### config.mk
export PLATFORM = sky130hd
export DESIGN_NAME = pin_and_clock_loss_reset
export DESIGN_NICKNAME = d
export VERILOG_FILES = /design/src/pkg/reset_src_pkg.sv /design/src/verilog/clock_loss_detector.sv /design/src/verilog/pin_and_clock_loss_reset.sv
export SDC_FILE = /design/constraint.sdc
export NUM_CORES = 1
export LEC_CHECK = 0
export BUFFER_PORTS_ARGS = -buffer_cell sky130_fd_sc_hd__buf_2
export CORE_UTILIZATION = 40
export CTS_CLUSTER_DIAMETER = 40
export CTS_CLUSTER_SIZE = 40
export DETAILED_ROUTE_END_ITERATION = 6
export MAX_ROUTING_LAYER = met4
export PLACE_DENSITY_LB_ADDON = 0.25
export SLEW_MARGIN = 20
export SYNTH_ARGS = -nofsm -noshare
export SYNTH_HDL_FRONTEND = slang
export SYNTH_SLANG_ARGS = --single-unit
### constraint.sdc
create_clock -name i_sys_clk -period 1.35 [get_ports i_sys_clk]
set_clock_uncertainty 0.2 [all_clocks]
set_input_delay 0.27 -clock i_sys_clk [delete_from_list [all_inputs] [get_ports i_sys_clk]]
set_output_delay 0.27 -clock i_sys_clk [all_outputs]
set_load 0.02 [all_outputs]
### src/pkg/reset_src_pkg.sv
// Constants, encodings and timing for the pin and clock-loss reset sequencer.
// Assumes a 100 MHz system clock and a 1 us reference tick from a free-running oscillator.
package reset_src_pkg;

	localparam int CLK_PERIOD_NS = 10;

	// Reset stretch after release, in system clock cycles.
	localparam int STRETCH_CYCLES = 12;
	localparam logic [3:0] STRETCH_LAST = 4'(STRETCH_CYCLES - 1);

	// Clock-loss timeout as a time, and as a count of reference ticks.
	localparam int LOSS_TIMEOUT_US = 100;
	localparam int REF_TICK_NS = 1000;
	localparam int LOSS_TIMEOUT_TICKS_INT = LOSS_TIMEOUT_US * 1000 / REF_TICK_NS;
	localparam logic [6:0] LOSS_TIMEOUT_TICKS = 7'(LOSS_TIMEOUT_TICKS_INT);

	// Reset source register layout.
	localparam int PIN_FLAG_BIT = 0;
	localparam int LOSS_FLAG_BIT = 2;
	localparam logic [7:0] SRC_REG_RESET = 8'h00;

	typedef enum logic [1:0] {
		ST_RUN = 2'b00,
		ST_PIN = 2'b01,
		ST_LOSS = 2'b10,
		ST_STRETCH = 2'b11
	} state_type;

	typedef enum logic [1:0] {
		CAUSE_NONE = 2'b00,
		CAUSE_PIN = 2'b01,
		CAUSE_LOSS = 2'b10
	} cause_type;

endpackage

### src/verilog/clock_loss_detector.sv
// Retriggerable one-shot that detects a stalled system clock.
// Assumes i_clk_valid marks each delivered clock edge and i_ref_tick is a 1 us tick from an independent oscillator.
module clock_loss_detector (
	input wire logic i_sys_clk,
	input wire logic i_rst_n,
	input wire logic i_enable,
	input wire logic i_clk_valid,
	input wire logic i_ref_tick,
	output logic o_fire
);

	typedef struct packed {
		logic [6:0] cnt;
		logic fire;
	} det_type;

	det_type r;
	det_type next_r;

	always_comb begin
		next_r = r;
		if (!i_enable || i_clk_valid) begin
			next_r.cnt = 7'h00;
			next_r.fire = 1'b0;
		end else if (i_ref_tick) begin
			if (r.cnt == reset_src_pkg::LOSS_TIMEOUT_TICKS) begin
				next_r.fire = 1'b1;
			end else begin
				next_r.cnt = 7'(r.cnt + 7'h01);
			end
		end
	end

	always_ff @(posedge i_sys_clk) begin
		if (!i_rst_n) begin
			r <= '0;
		end else begin
			r <= next_r;
		end
	end

	assign o_fire = r.fire;
endmodule // clock_loss_detector

### src/verilog/pin_and_clock_loss_reset.sv
// Reset sequencer for the external pin and the clock-loss detector, with the reset source register.
// Assumes the pin and software write strobe are synchronous to i_sys_clk; i_rst_n is the power-on reset.
module pin_and_clock_loss_reset (
	input wire logic i_sys_clk,
	input wire logic i_rst_n,
	input wire logic i_rst_pin_n,
	input wire logic i_clk_valid,
	input wire logic i_ref_tick,
	input wire logic i_src_wr,
	input wire logic [7:0] i_src_wdata,
	output logic o_rst_n,
	output logic [7:0] o_src_rdata
);

	typedef struct packed {
		reset_src_pkg::state_type state;
		logic [3:0] cnt;
		reset_src_pkg::cause_type cause;
		logic pin_flag;
		logic loss_flag;
	} seq_type;

	seq_type r;
	seq_type next_r;
	logic loss_fire;
	logic loss_enable;

	// The detector only runs while the part is out of reset and loss_flag is set, by a software write or by a clock-loss reset exit.
	assign loss_enable = (r.state == reset_src_pkg::ST_RUN) && r.loss_flag;

	clock_loss_detector u_det (
		.i_sys_clk(i_sys_clk),
		.i_rst_n(i_rst_n),
		.i_enable(loss_enable),
		.i_clk_valid(i_clk_valid),
		.i_ref_tick(i_ref_tick),
		.o_fire(loss_fire)
	);

	always_comb begin
		next_r = r;
		case (r.state)
			reset_src_pkg::ST_RUN: begin
				if (!i_rst_pin_n) begin
					next_r.state = reset_src_pkg::ST_PIN;
				end else if (loss_fire && r.loss_flag) begin
					// The clock-loss reset stays internal; the pin is only ever an input.
					next_r.state = reset_src_pkg::ST_LOSS;
					next_r.cause = reset_src_pkg::CAUSE_LOSS;
				end else if (i_src_wr) begin
					next_r.loss_flag = i_src_wdata[reset_src_pkg::LOSS_FLAG_BIT];
				end
			end
			reset_src_pkg::ST_PIN: begin
				next_r.cause = reset_src_pkg::CAUSE_PIN;
				if (i_rst_pin_n) begin
					next_r.state = reset_src_pkg::ST_STRETCH;
					next_r.cnt = 4'h0;
				end
			end
			reset_src_pkg::ST_LOSS: begin
				if (!i_rst_pin_n) begin
					next_r.state = reset_src_pkg::ST_PIN;
				end else if (i_clk_valid) begin
					next_r.state = reset_src_pkg::ST_STRETCH;
					next_r.cnt = 4'h0;
				end
			end
			reset_src_pkg::ST_STRETCH: begin
				if (!i_rst_pin_n) begin
					next_r.state = reset_src_pkg::ST_PIN;
				end else if (r.cnt == reset_src_pkg::STRETCH_LAST) begin
					next_r.state = reset_src_pkg::ST_RUN;
					next_r.pin_flag = (r.cause == reset_src_pkg::CAUSE_PIN);
					next_r.loss_flag = (r.cause == reset_src_pkg::CAUSE_LOSS);
				end else begin
					next_r.cnt = 4'(r.cnt + 4'h1);
				end
			end
			default: begin
				next_r.state = reset_src_pkg::ST_STRETCH;
				next_r.cnt = 4'h0;
				next_r.cause = reset_src_pkg::CAUSE_NONE;
			end
		endcase
	end

	// Power-on reset enters the stretch with no recorded cause, so both flags come out clear.
	always_ff @(posedge i_sys_clk) begin
		if (!i_rst_n) begin
			r.state <= reset_src_pkg::ST_STRETCH;
			r.cnt <= 4'h0;
			r.cause <= reset_src_pkg::CAUSE_NONE;
			r.pin_flag <= reset_src_pkg::SRC_REG_RESET[reset_src_pkg::PIN_FLAG_BIT];
			r.loss_flag <= reset_src_pkg::SRC_REG_RESET[reset_src_pkg::LOSS_FLAG_BIT];
		end else begin
			r <= next_r;
		end
	end

	assign o_rst_n = (r.state == reset_src_pkg::ST_RUN);

	always_comb begin
		o_src_rdata = 8'h00;
		o_src_rdata[reset_src_pkg::PIN_FLAG_BIT] = r.pin_flag;
		o_src_rdata[reset_src_pkg::LOSS_FLAG_BIT] = r.loss_flag;
	end
endmodule // pin_and_clock_loss_reset

==> impl_metrics.sql <==
INSERT INTO impl_metrics (metric_group, metric, value, unit) VALUES
('run_status', 'run_status', 'finished, violations left', ''),
('run_status', 'violations', 'setup timing', ''),
('route', 'post_drt_via_cell_ratio', '5.50', ''),
('pwr', 'comb_power_share', '0.117', ''),
('setup_path', 'r2r_start', 'r[9]$_SDFFE_PN1P_', ''),
('global_route', 'antenna_found_initial', '0', ''),
('global_route', 'pin_count_of_the_biggest_net_entering_global_routing', '14', ''),
('route', 'remaining_number_of_nets_flagged_by_the_antenna_check_after_routing', '0', ''),
('cells_and_area', 'fin_area', '0.00148', 'mm^2'),
('clocking', 'cts_inserted_buffers', '3', ''),
('cells_and_area', 'synthToLayoutAreaGrowth', '50.6', '%'),
('setup_path', 'worst_ep_arrival_time', '1.53', 'ns'),
('sta', 'timing.final.crit_share', '1.11', ''),
('cells_and_area', 'nNetsFinal', '166', ''),
('synthesis', 'synth_sequential_area_ratio', '0.366', ''),
('synthesis', 'ys_ff_latch', '18', ''),
('route', 'num_vias', '968', ''),
('floorplanning', 'core_area', '0.00228', 'mm^2'),
('synthesis', 'synthFlopType', 'dfxtp_1', ''),
('setup_path', 'timing.rr.end', 'u_det.r[2]$_SDFFE_PP0P_', ''),
('synthesis', 'ys_warn_count', '0', ''),
('place', 'dp.cells', '161', ''),
('pwr', 'switchingPower', '0.259', 'mW'),
('route', 'first_iter_violations', '31', ''),
('cells_and_area', 'filler_cell_count', '184', ''),
('setup_path', 'worstPathMaxFanout', '4', ''),
('floorplanning', 'area_enclosed_by_the_die_boundary', '0.00266', 'mm^2'),
('place', 'last_weighted_congestion_value_of_the_routability_driven_placer', '0.836', ''),
('setup_path', 'worst_setup_path_endpoint', 'u_det.r[2]$_SDFFE_PP0P_', ''),
('place', 'numPortBuffers', '9', ''),
('setup_path', 'timing.critical_path.from', 'r[9]$_SDFFE_PN1P_', ''),
('global_route', 'grtUsageTotal', '0.210', ''),
('synthesis', 'post_synth_edffs', '0', ''),
('global_route', 'grt_overflow', '0', ''),
('place', 'placement.cell_area', '0.00115', 'mm^2'),
('clocking', 'clk_latency', '0.31', 'ns'),
('route', 'routed_wirelength_normalized_by_instance_count', '14.9', 'um'),
('pwr', 'vdd.ir_drop.worst', '0.000502', 'V'),
('pwr', 'power.density_cell_area', '683', 'mW/mm^2'),
('setup_path', 'criticalPathCategory', 'flip-flop to flip-flop', ''),
('clocking', 'cts.sink_count', '18', ''),
('worst_hold_path', 'worst_hold_path_type', 'input port to flip-flop', ''),
('sta', 'final_period_minus_worst_setup_slack', '1.50', 'ns'),
('global_route', 'first_global_vias', '921', ''),
('route', 'detailedRoute.firstPassIterationCount', '4', ''),
('clocking', 'cts_htree_levels', '1', ''),
('floorplanning', 'io-pin-count', '23', ''),
('synthesis', 'netlist_area', '985', 'um^2'),
('pwr', 'p_clk_frac', '0.343', ''),
('setup_path', 'timing.reg2reg.setup_slack', '-0.15', 'ns'),
('clocking', 'tritoncts', 'built', ''),
('place', 'detailed_place_hpwl', '1510', 'um'),
('sta', 'final_max_slew_viol_count', '0', ''),
('pwr', 'sw_frac_of_total', '0.256', ''),
('synthesis', 'synth.distinct_cells', '39', ''),
('sta', 'timing.final.hold_violations', '0', ''),
('pwr', 'internal_power', '0.753', 'mW'),
('setup_path', 'rr_worst_depth', '5', ''),
('floorplanning', 'starting_density_of_the_core', '0.433', ''),
('sta', 'finalWorstSetupSlack', '-0.147', 'ns'),
('clocking', 'cts.reportedPaths.clkPinSlew', '0.11', 'ns'),
('setup_path', 'setup.worst_path.end_class', 'flip-flop', ''),
('floorplanning', 'rows', '17', ''),
('sta', 'setup-violations-final', '14', ''),
('run', 'drv_cap', '0', ''),
('floorplanning', 'die_h', '51.6', 'um'),
('floorplanning', 'die-width', '51.6', 'um'),
('sta', 'max_freq', '668', 'MHz'),
('global_route', 'grt_pass1_wl', '4020', 'um'),
('pwr', 'cellLeakagePower', '0.565', 'nW'),
('synthesis', 'synth_cells', '112', '');
[worst min-delay path by stage]
stage                                            from                          end  slack, ns  cells after the start
final                                        i_src_wr  o_src_rdata[2]$_SDFFE_PN0P_       0.10                      3
after global routing                          i_rst_n            r[9]$_SDFFE_PN1P_       0.09                      2
after CTS                                     i_rst_n            r[9]$_SDFFE_PN1P_       0.07                      2
after detailed placement            r[3]$_SDFFE_PN0P_            r[3]$_SDFFE_PN0P_       0.27                      2
after global placement    o_src_rdata[0]$_SDFFE_PN0P_  o_src_rdata[0]$_SDFFE_PN0P_       0.26                      2
after floorplan                           i_rst_pin_n            r[8]$_SDFFE_PN1P_       0.17                      1
[Yosys cell counts, types with 2 or more instances]
cell      number  share of area
nand2_1        4          0.015
and4b_1        2          0.020
buf_6          2          0.023
or3_1          3          0.019
buf_4          8          0.061
nand3_1        9          0.046
a21oi_1        9          0.046
dfxtp_1       18           0.37
a31oi_1        2          0.013
a211oi_1       3          0.023
nand4_1        5          0.032
ha_1           3          0.038
nor2_1         5          0.019
mux2i_1        3          0.030
o21ai_0        7          0.036
inv_1          6          0.023
[layer usage]
metal | wire length [um] | part of all wire | vias up | GRT usage
met3 | 89 | 0.034 | 4 | 0.0702
met1 | 1170 | 0.45 | 473 | 0.251
li1 | - | - | 472 | -
met5 | 0 | 0 | - | -
met4 | 28 | 0.011 | 0 | 0.0721
met2 | 1330 | 0.51 | 19 | 0.331
[timing repair]
action,in CTS,in global routing
gates cloned,0,0
endpoints found under the setup margin,17,18
pin swaps,14,8
gates resized for setup,38,17
buffers inserted,7,4
[cell type report]
type                    count  area [um^2]  share of cell area
well taps                  28         35.0              0.0236
inverters                   6         22.5              0.0152
multi-input cells          81          682               0.460
repair buffers             39          332               0.224
flip-flops and latches     18          375               0.253
clock buffers               4         36.3              0.0245
[sequential cells by signal (all words and copies together), names as in the netlist]
register / cells
o_src_rdata: 2
r: 8
u_det.o_fire: 1
u_det.r: 7
[worst max-delay path: stages, from the launching register on]
cell	delay (ns)
dfxtp_4	0.38
buf_6	0.13
nor4b_4	0.28
buf_4	0.20
nand3_2	0.09
mux2i_1	0.14
[kinds of logic after synthesis]
logic type | count (synthesis) | share of synthesized area
fa+ha+maj | 3 | 0.0381
flops | 18 | 0.366
other cells | 1 | 0.00381
buf+inv | 18 | 0.116
simple gates | 38 | 0.244
compound gates | 30 | 0.193
xor+xnor | 1 | 0.00890
mux | 3 | 0.0305
[metrics by stage]
| stage | util | setup slack, ns |
|---|---|---|
| floorplan | - | -0.00218 |
| global placement | 0.506 | -0.0695 |
| detailed placement | 0.506 | -0.0914 |
| CTS | 0.605 | -0.114 |
| global route | 0.651 | -0.221 |
| finish | 0.651 | -0.147 |
[placed cells by master (no fill, tap or decap), drive strengths merged, types with 2 or more instances in the layout]
cell type and instances:
ha 3, nand4 5, and4b 2, or3 3, o21ai 7, conb 6, a21oi 9, nand3 10
a21boi 2, a211oi 3, buf 39, dfxtp 18, inv 6, mux2i 3, clkbuf 4, nor2 5
nand2 5, a31oi 2
[power by group through the flow]
stage | Sequential [mW] | Combinational, mW | Clock (mW)
floorplan | 0.558 | 0.0691 | 0
global placement | 0.558 | 0.0918 | 0
detailed placement | 0.559 | 0.0933 | 0
CTS | 0.545 | 0.108 | 0.353
global route | 0.547 | 0.131 | 0.382
finish | 0.547 | 0.119 | 0.347
(Power assumes the default switching activity.)
